File: config.mk
export PLATFORM = sky130hd
export DESIGN_NAME = sram_ctrl
export DESIGN_NICKNAME = d
export VERILOG_FILES = /design/src/sram_ctrl_pkg.sv /design/src/sram_ctrl.sv
export VERILOG_INCLUDE_DIRS = /design/src
export SDC_FILE = /design/constraint.sdc
export NUM_CORES = 1
export LEC_CHECK = 0
export BUFFER_PORTS_ARGS = -buffer_cell sky130_fd_sc_hd__buf_2
export CAP_MARGIN = 20
export CELL_PAD_IN_SITES_DETAIL_PLACEMENT = 0
export CELL_PAD_IN_SITES_GLOBAL_PLACEMENT = 1
export CORE_MARGIN = 8
export CORE_UTILIZATION = 40
export DETAILED_ROUTE_END_ITERATION = 16
export GPL_TIMING_DRIVEN = 0
export PLACE_DENSITY_LB_ADDON = 0.15
export SYNTH_ARGS = -nofsm -noshare
export SYNTH_HDL_FRONTEND = slang
export SYNTH_SLANG_ARGS = --single-unit
File: constraint.sdc
create_clock -name clk_sys -period 2.03 [get_ports clk_sys]
set_input_delay 0.1015 -clock clk_sys [delete_from_list [all_inputs] [get_ports clk_sys]]
set_output_delay 0.1015 -clock clk_sys [all_outputs]
set_load 0.03 [all_outputs]
File: src/sram_ctrl_params.svh
// Timing constants and field widths for the static memory controller.
// Assumes a 10 MHz system clock; included by the controller and its package users.
`ifndef SRAM_CTRL_PARAMS_SVH
`define SRAM_CTRL_PARAMS_SVH

`define ADDR_WIDTH        19
`define DATA_WIDTH        8
`define CLK_PERIOD_NS     100
// Printed times in ns
`define T_READ_CYCLE_NS   70
`define T_WRITE_PULSE_NS  50
`define T_SEL_TO_END_NS   60
`define T_RELEASE_NS      30
`define T_DATA_SETUP_NS   30
// Least times round up to whole cycles, at least one
`define CYC_MIN(ns)       ((((ns) + `CLK_PERIOD_NS - 1) / `CLK_PERIOD_NS) < 1 ? 1 : \
                           (((ns) + `CLK_PERIOD_NS - 1) / `CLK_PERIOD_NS))
`define READ_CYCLES       `CYC_MIN(`T_READ_CYCLE_NS)
`define WRITE_CYCLES      `CYC_MIN(`T_SEL_TO_END_NS)
`define TURN_CYCLES       `CYC_MIN(`T_RELEASE_NS)
// Supply recovery after retention, in ms
`define T_RECOVERY_MS     5
`define RECOVERY_CYCLES   (`T_RECOVERY_MS * 1000000 / `CLK_PERIOD_NS)

`endif

File: src/sram_ctrl_pkg.sv
// Types shared by the static memory controller.
// Assumes the params header is on the include path.
`include "sram_ctrl_params.svh"
package sram_ctrl_pkg;
  typedef enum logic [2:0] {
    ST_IDLE    = 3'b000,
    ST_READ    = 3'b001,
    ST_WRITE   = 3'b010,
    ST_TURN    = 3'b011,
    ST_RETAIN  = 3'b100,
    ST_RECOVER = 3'b101
  } ctrl_state_type;
  typedef logic [`ADDR_WIDTH-1:0] addr_type;
  typedef logic [`DATA_WIDTH-1:0] data_type;
endpackage

File: src/sram_ctrl.sv
// Host-side controller for a 512K x 8 asynchronous static memory.
// Assumes the memory pins are wired directly and a testbench resolves the data bus.
// Read data is sampled a full cycle after the strobes, so it arrives settled.
//
// Overview of operation
// Memory holds 524,288 eight-bit words, 19-bit address, 8-bit two-way bus.
// Select high puts memory in standby, bus released, other controls ignored.
// Chip select serves both for access selection and retention entry.
// Read/write line stays high for the whole read cycle.
// Memory releases bus within 30 ns after output enable rises.
// Memory releases bus within 30 ns after chip select rises.
// Select falling with or after write low means memory never drives.
// Select rising with or before write high keeps outputs released.
// Output enable high throughout a write keeps memory outputs released.
// Controller never drives data while memory may still drive.
// Chip select held low at least 60 ns before write ends.
// Memory releases bus within 30 ns after write line falls.
// Memory may drive again 0 ns after write line returns high.
// Read data valid within 35 ns after output enable falls.
// Read data valid within 70 ns after chip select falls.
// Previous read data held at least 10 ns after address change.
// Memory starts driving no sooner than 5 ns after select falls.
// Raise chip select no later than the start of supply reduction.
// Select low, output enable low, write high: memory drives word.
// Select low, write low: memory takes bus data and stores it.
// After supply returns, wait several milliseconds before new access.
`timescale 1ns/1ps
`default_nettype none
`include "sram_ctrl_params.svh"

module sram_ctrl #(
  parameter int unsigned RECOVERY_CYCLES = `RECOVERY_CYCLES
) (
  input  wire logic                  clk_sys,
  input  wire logic                  rst_n,
  input  wire logic                  req_valid,
  output logic                       req_ready,
  input  wire logic                  req_write,
  input  wire sram_ctrl_pkg::addr_type req_addr,
  input  wire sram_ctrl_pkg::data_type req_wdata,
  output logic                       rsp_valid,
  output sram_ctrl_pkg::data_type    rsp_rdata,
  input  wire logic                  retain_req,
  output logic                       retain_ack,
  output sram_ctrl_pkg::addr_type    word_address,
  output logic                       sel_n,
  output logic                       out_en_n,
  output logic                       write_n,
  input  wire sram_ctrl_pkg::data_type data_bus_in,
  output sram_ctrl_pkg::data_type    data_bus_out,
  output logic                       data_bus_oe
);
  import sram_ctrl_pkg::*;

  // Phase lengths in whole clock cycles
  localparam logic [3:0]  READ_CYC  = 4'(`READ_CYCLES);
  localparam logic [3:0]  WRITE_CYC = 4'(`WRITE_CYCLES);
  localparam logic [3:0]  TURN_CYC  = 4'(`TURN_CYCLES);
  localparam logic [19:0] RECOV_CYC = 20'(RECOVERY_CYCLES);

  ctrl_state_type state_ff;
  ctrl_state_type nxt_state;
  logic [3:0]     cnt_ff;
  logic [19:0]    recov_ff;
  addr_type       addr_ff;
  data_type       wdata_ff;
  data_type       rdata_ff;
  logic           rsp_ff;
  logic           last_cyc;
  logic           accept;
  logic           read_done;

  // Request taken at this edge: idle, no retention pending, request present
  function automatic logic take_request(input ctrl_state_type s,
                                        input logic           valid,
                                        input logic           retain);
    return (s == ST_IDLE) && valid && !retain;
  endfunction

  // Memory is selected in both access states and nowhere else
  function automatic logic selects_memory(input ctrl_state_type s);
    return (s == ST_READ) || (s == ST_WRITE);
  endfunction

  // Write line low and bus driven only in the write state
  function automatic logic writes_memory(input ctrl_state_type s);
    return (s == ST_WRITE);
  endfunction

  // Phase timer reaches its end
  assign last_cyc   = (cnt_ff == 4'h1);
  // Retention outranks a request presented in the same cycle
  assign req_ready  = (state_ff == ST_IDLE) && !retain_req;
  assign accept     = take_request(state_ff, req_valid, retain_req);
  // Read access ends with this edge; data is sampled then
  assign read_done  = (state_ff == ST_READ) && last_cyc;
  assign retain_ack = (state_ff == ST_RETAIN);

  // Next-state decode
  // A read always passes one turnaround cycle before the bus is reused
  always_comb begin
    nxt_state = state_ff;
    case (state_ff)
      ST_IDLE: begin
        if (retain_req) begin
          nxt_state = ST_RETAIN;
        end else if (req_valid) begin
          nxt_state = req_write ? ST_WRITE : ST_READ;
        end
      end
      ST_READ: begin
        if (last_cyc) begin
          nxt_state = ST_TURN;
        end
      end
      ST_WRITE: begin
        if (last_cyc) begin
          nxt_state = ST_IDLE;
        end
      end
      ST_TURN: begin
        if (last_cyc) begin
          nxt_state = ST_IDLE;
        end
      end
      ST_RETAIN: begin
        if (!retain_req) begin
          nxt_state = ST_RECOVER;
        end
      end
      ST_RECOVER: begin
        if (recov_ff == 20'h00001) begin
          nxt_state = ST_IDLE;
        end
      end
      default: nxt_state = ST_IDLE;
    endcase
  end

  // State register
  always_ff @(posedge clk_sys or negedge rst_n) begin
    if (!rst_n) begin
      state_ff <= ST_IDLE;
    end else begin
      state_ff <= nxt_state;
    end
  end

  // Phase cycle counter
  // Every least time rounds up to one whole cycle at this clock rate
  always_ff @(posedge clk_sys or negedge rst_n) begin
    if (!rst_n) begin
      cnt_ff <= 4'h0;
    end else if (accept) begin
      cnt_ff <= req_write ? WRITE_CYC : READ_CYC;
    end else if (read_done) begin
      cnt_ff <= TURN_CYC;
    end else if (cnt_ff != 4'h0) begin
      cnt_ff <= cnt_ff - 4'h1;
    end
  end

  // Recovery timer after retention
  // Reloaded while retention lasts; counts down only once it ends
  always_ff @(posedge clk_sys or negedge rst_n) begin
    if (!rst_n) begin
      recov_ff <= 20'h00000;
    end else if (state_ff == ST_RETAIN) begin
      recov_ff <= RECOV_CYC;
    end else if (recov_ff != 20'h00000) begin
      recov_ff <= recov_ff - 20'h00001;
    end
  end

  // Capture request address and write data
  always_ff @(posedge clk_sys or negedge rst_n) begin
    if (!rst_n) begin
      addr_ff  <= '0;
      wdata_ff <= '0;
    end else if (accept) begin
      addr_ff  <= req_addr;
      wdata_ff <= req_wdata;
    end
  end

  // Sample read data at the end of the access, while still selected
  // The memory's output delay lies well inside one cycle
  always_ff @(posedge clk_sys or negedge rst_n) begin
    if (!rst_n) begin
      rdata_ff <= '0;
      rsp_ff   <= 1'b0;
    end else begin
      rsp_ff <= read_done;
      if (read_done) begin
        rdata_ff <= data_bus_in;
      end
    end
  end

  assign rsp_valid = rsp_ff;
  assign rsp_rdata = rdata_ff;

  // Pin drive; address is held stable through each access
  // Address and select change on the same edge, which the zero setup allows
  // Bus drive and select are released together at the end of a write
  always_ff @(posedge clk_sys or negedge rst_n) begin
    if (!rst_n) begin
      sel_n        <= 1'b1;
      out_en_n     <= 1'b1;
      write_n      <= 1'b1;
      data_bus_oe  <= 1'b0;
      data_bus_out <= '0;
      word_address <= '0;
    end else begin
      word_address <= accept ? req_addr : addr_ff;
      sel_n        <= !selects_memory(nxt_state);
      out_en_n     <= !(nxt_state == ST_READ);
      write_n      <= !writes_memory(nxt_state);
      data_bus_oe  <= writes_memory(nxt_state);
      data_bus_out <= accept ? req_wdata : wdata_ff;
    end
  end

endmodule
`default_nettype wire

* Word-level counts from Yosys, hierarchy flattened
Cells that the tools add are included.
Operators by class: div/mod/pow operators 0, reduce and logical (&&, ||, !) cells 15, multiplexer cells 14, $mul 0, order comparisons 0, bitwise operators 0, $add $sub $neg 2, eq/ne operators 9, shifts and indexed selects 0
Operators by type and width (number):
- $mux 20 | 2
- $eq 20x1->1 const B | 1
- $reduce_bool 20->1 | 1
- $sub 20x1->20 const B | 1
- $mux 19 | 1
- $mux 3 | 6
- $pmux 3 s5 | 1
- $mux 4 | 3
- $eq 3x2->1 const B | 3
- $eq 3x1->1 const B | 2
- $eq 3x3->1 const B | 2
- $eq 4x1->1 const B | 1
- $logic_and 1x1->1 | 4
- $logic_not 1->1 | 4
- $reduce_bool 4->1 | 1
- $sub 4x1->4 const B | 1
- $logic_not 3->1 | 1
- $reduce_bool 3->1 | 1
- $mux 2 | 1
- $reduce_bool 2->1 | 1
- $reduce_or 2->1 | 1
- $logic_or 1x1->1 | 1
Storage, ports and cells: logic and storage cells 51, latch bits 0, bits in registers 67, memories kept 0, bits in writable memories 0, bits in read-only memories 0

* Depth between registers and ports, before layout
Gate-level depths: netlist of the first run.
word-level depth 7, depth in mapped cells 8

* Worst setup path after synthesis of the first run
No wires, ideal clock.
path kind register to register, from register state_ff[2], to register wdata_ff[0], data arrival time 1.919 ns, library setup time 0.125 ns, buffers on the path 1, period minus slack after synthesis 2.044 ns, slack -0.014 ns, stages on the path, launching flop included 5, cell sequence dfrtp_1 nor4_2 nand2_1 clkbuf_1 mux2_2
Between the ends: cells in the longest elaborated chain, start to end 3
RTL lines:
- start, declared | line sram_ctrl.sv:61 | ctrl_state_type state_ff;
- start signal, assigned | line sram_ctrl.sv:145 | state_ff <= nxt_state;
- $logic_not 3->1 | line sram_ctrl.sv:77 | return (s == ST_IDLE) && valid && !retain;
- $logic_and 1x1->1 (2 in a row) | line sram_ctrl.sv:77
- end signal, assigned | line sram_ctrl.sv:182 | wdata_ff <= req_wdata;
- end, declared | line sram_ctrl.sv:66 | data_type wdata_ff;
No other way between the ends. A chain may end at the register's enable or synchronous reset.

* Final worst setup path of the first run
from register recov_ff[0], to register recov_ff[6]
Between the ends: cells in the longest elaborated chain, start to end 3, elaborated cells between the ends (all ways) 5
RTL lines:
- start, declared | line sram_ctrl.sv:64 | logic [19:0] recov_ff;
- start signal, assigned | line sram_ctrl.sv:171 | recov_ff <= recov_ff - 20'h00001;
- $sub 20x1->20 | line sram_ctrl.sv:171
- $mux 20 | line sram_ctrl.sv:170 | end else if (recov_ff != 20'h00000) begin
- $mux 20 | line sram_ctrl.sv:168 | end else if (state_ff == ST_RETAIN) begin
Several ways; a longest one is shown, not always the timed one. The select of a mux whose other input is x is not followed.

==> out/results.ini, run 1 <==
[route]
vias_per_cell = 4.92
post_drt_wl_per_cell_microns = 14.0
drt_iter0_markers = 93
vias = 2495
dr.pass1.iters = 4
drc = 0
wirelength_microns = 7110
ant_nets = 0

[timing]
setup_viol = 0
tightest_slew_ns = 0.836
maxSlewViolCount = 0
finClkSkew_ns = 0.00786
fin_crit_sh = 0.936
timing.fmax_ghz = 0.526
setup_ws_ns = 0.131
max-slew-margin-rel = 0.443
hold_viol = 0
finalCriticalPeriod_ns = 1.90
whs_ns = 0.0135

[worst_hold_path]
whs_path_depth = 2
hp-class = in2reg
hold_start = req_addr[10]

[place]
place_congestion = 0.729
dp_hpwl_microns = 4910
dp_slack_ns = -0.00575
portBuffers = 81

[synth]
async_flop_share = 1.00
synth_edf_count = 0
synth_area_leaders = dfrtp_1 52%, mux2_2 10%, nand2_1 4.5%
syn-num-nets = 320
synth_area_per_cell_sq_um = 11.2
ys_seq_elements = 67
syn_area_sq_mm = 0.00308
yosys.area.top_type = dfrtp_1
synth_ff_type = dfrtp_1
synth_seq_area_share = 0.546
syn-instance-count = 275
yosysUniqueCellTypes = 48
ys_warn_count = 0
yosysTopAreaCellShare = 0.520
synth_common_cells = 64 x dfrtp_1, 37 x nand2_1, 28 x mux2_2
post-synth-top-count-cell = dfrtp_1

[power_and_ir_drop]
p_switching_mw = 2.52
switching_share = 0.423
p_int_mw = 3.43
power.leakage_nw = 1.92
powerDensity_mw_per_mm2 = 1410
vdd_drop_max_uv = 553
pwr-share-comb = 0.442
pwr-share-clk = 0.186
p_seq_frac = 0.372

[critical_path]
worstSetupPathType = reg2reg
worstReg2RegStart = recov_ff[0]
cp.arrival_ns = 2.12
start_kind = flop
ff2ff_path_depth = 7
startpoint = recov_ff[0]
worstPathRequired_ns = 2.25
cp-end-kind = flop
critPathMaxFanout = 10

[cts]
cts_made_buffers = 9
clock-sinks = 67
clk_pin_slew_worst_paths_ns = 0.07
cts_root_buffer = clkbuf_8
post_cts_buffers = 0
clk-insertion-delay-late_ns = 0.33
cts_tree = done
ctsHtreeMaxLevel = 3
clockBufferDepth = 2

[run]
drv_cap = 0

[global_route]
overflow = 0
grt_pass1_wl_microns = 12100
grt.total_usage = 0.133
grt_pass1_vias = 2453
grt_max_degree = 68
antenna_found_initial = 0

[die]
row_count = 32
die_w_microns = 104
start_util = 0.405
dieHeight_microns = 104
die_area_sq_mm = 0.0108
core-area_sq_mm = 0.00761
pin_count = 82

[outcome]
run_status = finished, final reports clean

[finish]
diodes = 0
finalNetCount = 445
syn2layout_area_growth_pct = 37.0
layout-drive-gt1-share = 0.370
utilization = 0.554

repair_timing:
item / in CTS / in global routing
gates resized for setup: 3 / 13
pin swaps: 0 / 1
hold buffers: 33 / 0
endpoints found under the setup margin: 2 / 11
gates cloned: 0 / 0
endpoints found under the hold margin: 96 / 0
final timing paths:
check | slack, ns | end
worst max-delay path | 0.13 | recov_ff[6]
worst min-delay path | 0.01 | word_address[10]
worst max register to register | 0.13 | recov_ff[6]
worst min register to register | 0.48 | rsp_rdata[0]
max in group asynchronous | 1.07 | data_bus_oe
min in group asynchronous | 0.41 | rsp_rdata[2]
per-layer routing:
layer  routed length (microns)  vias up  track usage
met5                         0        -            0
met3                       393        6       0.0372
met2                      3180       58        0.202
li1                          -     1233            -
met1                      3470     1198        0.177
met4                        74        0       0.0496
cell type report:
| class | count | area, sq um |
|---|---|---|
| multi-input cells | 189 | 1380 |
| inverters | 8 | 30.0 |
| repair buffers | 114 | 738 |
| clock buffers | 10 | 138 |
| well taps | 102 | 128 |
| flip-flops and latches | 67 | 1680 |
| plain buffers | 11 | 57.6 |
| fillers | 684 | 3390 |
| clock inverters | 6 | 65.1 |
registers in the layout, indices dropped and copies added, names as in the netlist, 3 cells and up:
name	cells
recov_ff	20
word_address	19
rsp_rdata	8
wdata_ff	8
cnt_ff	4
state_ff	3
layout by cell type, fill, tap and decap left out, types with 8 or more instances in the layout:
master         count
buf_2             81
dfrtp_1           64
nand2_1           36
dlygate4sd3_1     33
mux2_2            28
nand3_1           12
clkbuf_8          10
o21ai_0            9
nor2_1             9
inv_1              8
a21oi_1            8
critical path, stage by stage (launching register included):
cell	delay [ns]
dfrtp_1	0.44
inv_1	0.12
ha_1	0.17
nor4b_4	0.22
and4_4	0.28
buf_4	0.19
a211oi_1	0.09
a211o_1	0.28
metrics by stage:
step           TNS (ns)  instances  power (mW)  instance area [sq um]
6_report              0        507        5.95                   4220
2_1_floorplan         0        275        4.02                   3090
3_5_place_dp   -0.00575        458        4.80                   3620
4_1_cts               0        507        5.98                   4170
3_3_place_gp    -0.0385        458        4.76                   3620
5_1_grt        -0.00930        507        6.38                   4220
power by group through the flow:
| stage | Clock (mW) | Sequential (mW) | Combinational [mW] |
|---|---|---|---|
| after floorplan | 0 | 2.98 | 1.04 |
| after global placement | 0 | 2.21 | 2.55 |
| after detailed placement | 0 | 2.23 | 2.57 |
| after CTS | 1.15 | 2.20 | 2.63 |
| after global routing | 1.21 | 2.29 | 2.87 |
| final | 1.11 | 2.21 | 2.63 |
cells by family after synthesis:
| family | count (synthesis) | synth area share |
|---|---|---|
| simple gates | 108 | 0.195 |
| flops | 67 | 0.546 |
| compound gates | 39 | 0.0817 |
| mux | 34 | 0.122 |
| buf+inv | 19 | 0.0272 |
| fa+ha+maj | 5 | 0.0203 |
| xor+xnor | 3 | 0.00853 |
No activity file was read; power rests on OpenSTA's default activity.
==> run 2: changes to the inputs <==
--- a/config.mk
+++ b/config.mk
@@ -15,4 +15,5 @@
 export DETAILED_ROUTE_END_ITERATION = 16
 export GPL_TIMING_DRIVEN = 0
+export MAX_ROUTING_LAYER = met4
 export PLACE_DENSITY_LB_ADDON = 0.15
 export SYNTH_ARGS = -nofsm -noshare
==> constraint.sdc (replaced) <==
create_clock -name clk_sys -period 2.03 [get_ports clk_sys]
set_input_delay 0.1015 -clock clk_sys [delete_from_list [all_inputs] [get_ports clk_sys]]
set_output_delay 0.1015 -clock clk_sys [all_outputs]
set_load 0.005 [all_outputs]
==> out/results.ini, run 2 (synthesized netlist as in run 1, its figures left out) <==
[power_and_ir_drop]
power.leakage_nw = 1.91  ; -0.25%
power_mw = 5.19  ; -13%
vdd_drop_max_uv = 545  ; -1.5%
powerDensity_mw_per_mm2 = 1230  ; -13%

[global_route]
antenna_found_initial = 0  ; unchanged
grt_pass1_vias = 2574  ; +4.9%
overflow = 0  ; unchanged
grt_pass1_wl_microns = 12800  ; +6.2%
grt.total_usage = 0.146  ; +0.0123
grt_max_degree = 68  ; unchanged

[die]
dieHeight_microns = 104  ; unchanged
die_w_microns = 104  ; unchanged
start_util = 0.405  ; unchanged
pin_count = 82  ; unchanged
core-area_sq_mm = 0.00761  ; unchanged
row_count = 32  ; unchanged
die_area_sq_mm = 0.0108  ; unchanged

[timing]
finClkSkew_ns = 0.0112  ; +0.00332 ns
setup_viol = 0  ; unchanged
whs_ns = 0.0107  ; -0.00284 ns
hold_viol = 0  ; unchanged
setup_ws_ns = 0.128  ; -0.00205 ns
maxSlewViolCount = 0  ; unchanged
timing.fmax_ghz = 0.526  ; -0.11%
max-slew-margin-rel = 0.431  ; -0.0114
fin_crit_sh = 0.937  ; +0.00101
rsz0062_at_grt = false
finalCriticalPeriod_ns = 1.90  ; +0.00205 ns
tightest_slew_ns = 0.853  ; +0.0171 ns
fin_tns_setup_ns = 0  ; unchanged

[place]
place_inst = 458  ; unchanged
dp_hpwl_microns = 5040  ; +2.7%
place_congestion = 0.751  ; +3.0%
portBuffers = 81  ; unchanged
placed_area_sq_mm = 0.00361  ; -0.24%
dp_slack_ns = -0.0527  ; -0.0470 ns

[route]
ant_nets = 0  ; unchanged
vias = 2461  ; -1.4%
post_drt_wl_per_cell_microns = 14.7  ; +5.1%
wirelength_microns = 7480  ; +5.1%
drt_iter0_markers = 76  ; -18%
vias_per_cell = 4.85  ; -1.4%
drc = 0  ; unchanged
dr.pass1.iters = 4  ; unchanged

[finish]
final_cell_mix = 82 x buf_2, 63 x dfrtp_1, 37 x nand2_1
largest_register_ffs = 20  ; unchanged
diodes = 0  ; unchanged
finalNetCount = 446  ; +0.22%
syn2layout_area_growth_pct = 36.7
design_area_sq_mm = 0.00421  ; -0.21%
layout-drive-gt1-share = 0.365  ; -0.00494
regMostFlops = recov_ff
mostFrequentLayoutCell = buf_2
utilization = 0.553  ; -0.00115
top_regs = recov_ff (20), word_address (19)
layout.cells.non_filler = 507  ; unchanged

[critical_path]
cp.arrival_ns = 2.15  ; +0.03 ns
worstPathRequired_ns = 2.28  ; +0.03 ns
start_kind = flop
cp-end-kind = flop
worstSetupPathType = reg2reg
critPathMaxFanout = 10  ; unchanged

[worst_hold_path]
hp-class = in2reg

[cts]
clk-insertion-delay-late_ns = 0.33  ; about the same
clk_pin_slew_worst_paths_ns = 0.07  ; about the same
cts_root_buffer = clkbuf_8
cts_tree = done
clockBufferDepth = 2  ; unchanged
cts_made_buffers = 9  ; unchanged
clock-sinks = 67  ; unchanged
ctsHtreeMaxLevel = 3  ; unchanged

[outcome]
run_status = finished, final reports clean

[run]
drv_cap = 0  ; unchanged

==> run 2: routing by layer <==
layer,wire [microns],track usage,share of wire,vias to the layer above
met5,0,-,0,-
met4,77,0.0496,0.010,0
met3,343,0.0353,0.046,8
met2,3390,0.225,0.45,67
met1,3670,0.184,0.49,1156
li1,-,-,-,1230
==> run 2: final timing paths <==
| kind | start | end | slack [ns] | cells past startpoint |
|---|---|---|---|---|
| setup reg to reg | recov_ff[5] | recov_ff[17] | 0.13 | 5 |
| hold reg to reg | rsp_rdata[3] | rsp_rdata[3] | 0.47 | 2 |
| hold / removal | req_wdata[6] | wdata_ff[6] | 0.01 | 2 |
| min in group asynchronous | rst_n | rsp_rdata[3] | 0.41 | 2 |
| setup / recovery | recov_ff[5] | recov_ff[17] | 0.13 | 5 |
| max in group asynchronous | rst_n | recov_ff[0] | 0.99 | 2 |
==> run 2: repair_timing <==
action / 4_1_cts / 5_1_grt
endpoints found under the hold margin: 97 / 0
hold buffers: 34 / 0
resized for setup: 4 / 10
endpoints found under the setup margin: 2 / 8
pin swaps: 0 / 0
setup buffers: 0 / 0
==> run 2: layout make-up <==
cell class | instances | area [sq um]
buffer | 11 | 55.1
clock buffer | 11 | 151
clock inverter | 4 | 50.0
fill | 671 | 3400
inverter | 8 | 30.0
multi-input combinational | 189 | 1370
sequential | 67 | 1680
tap | 102 | 128
timing repair buffer | 115 | 748
==> run 2: where the power goes <==
| part | internal, mW | leakage, nW | switching [mW] | total, mW |
|---|---|---|---|---|
| Sequential | 1.87 | 0.809 | 0.343 | 2.21 |
| Combinational | 0.945 | 1.00 | 0.912 | 1.86 |
| Clock | 0.626 | 0.0974 | 0.496 | 1.12 |
| Total | 3.44 | 1.91 | 1.75 | 5.19 |
==> run 2: worst max-delay path: stages (launching register included) <==
cell,delay [ns]
dfrtp_1,0.44
nor3_4,0.41
nand4_2,0.19
buf_6,0.18
or4_1,0.47
a21oi_1,0.15
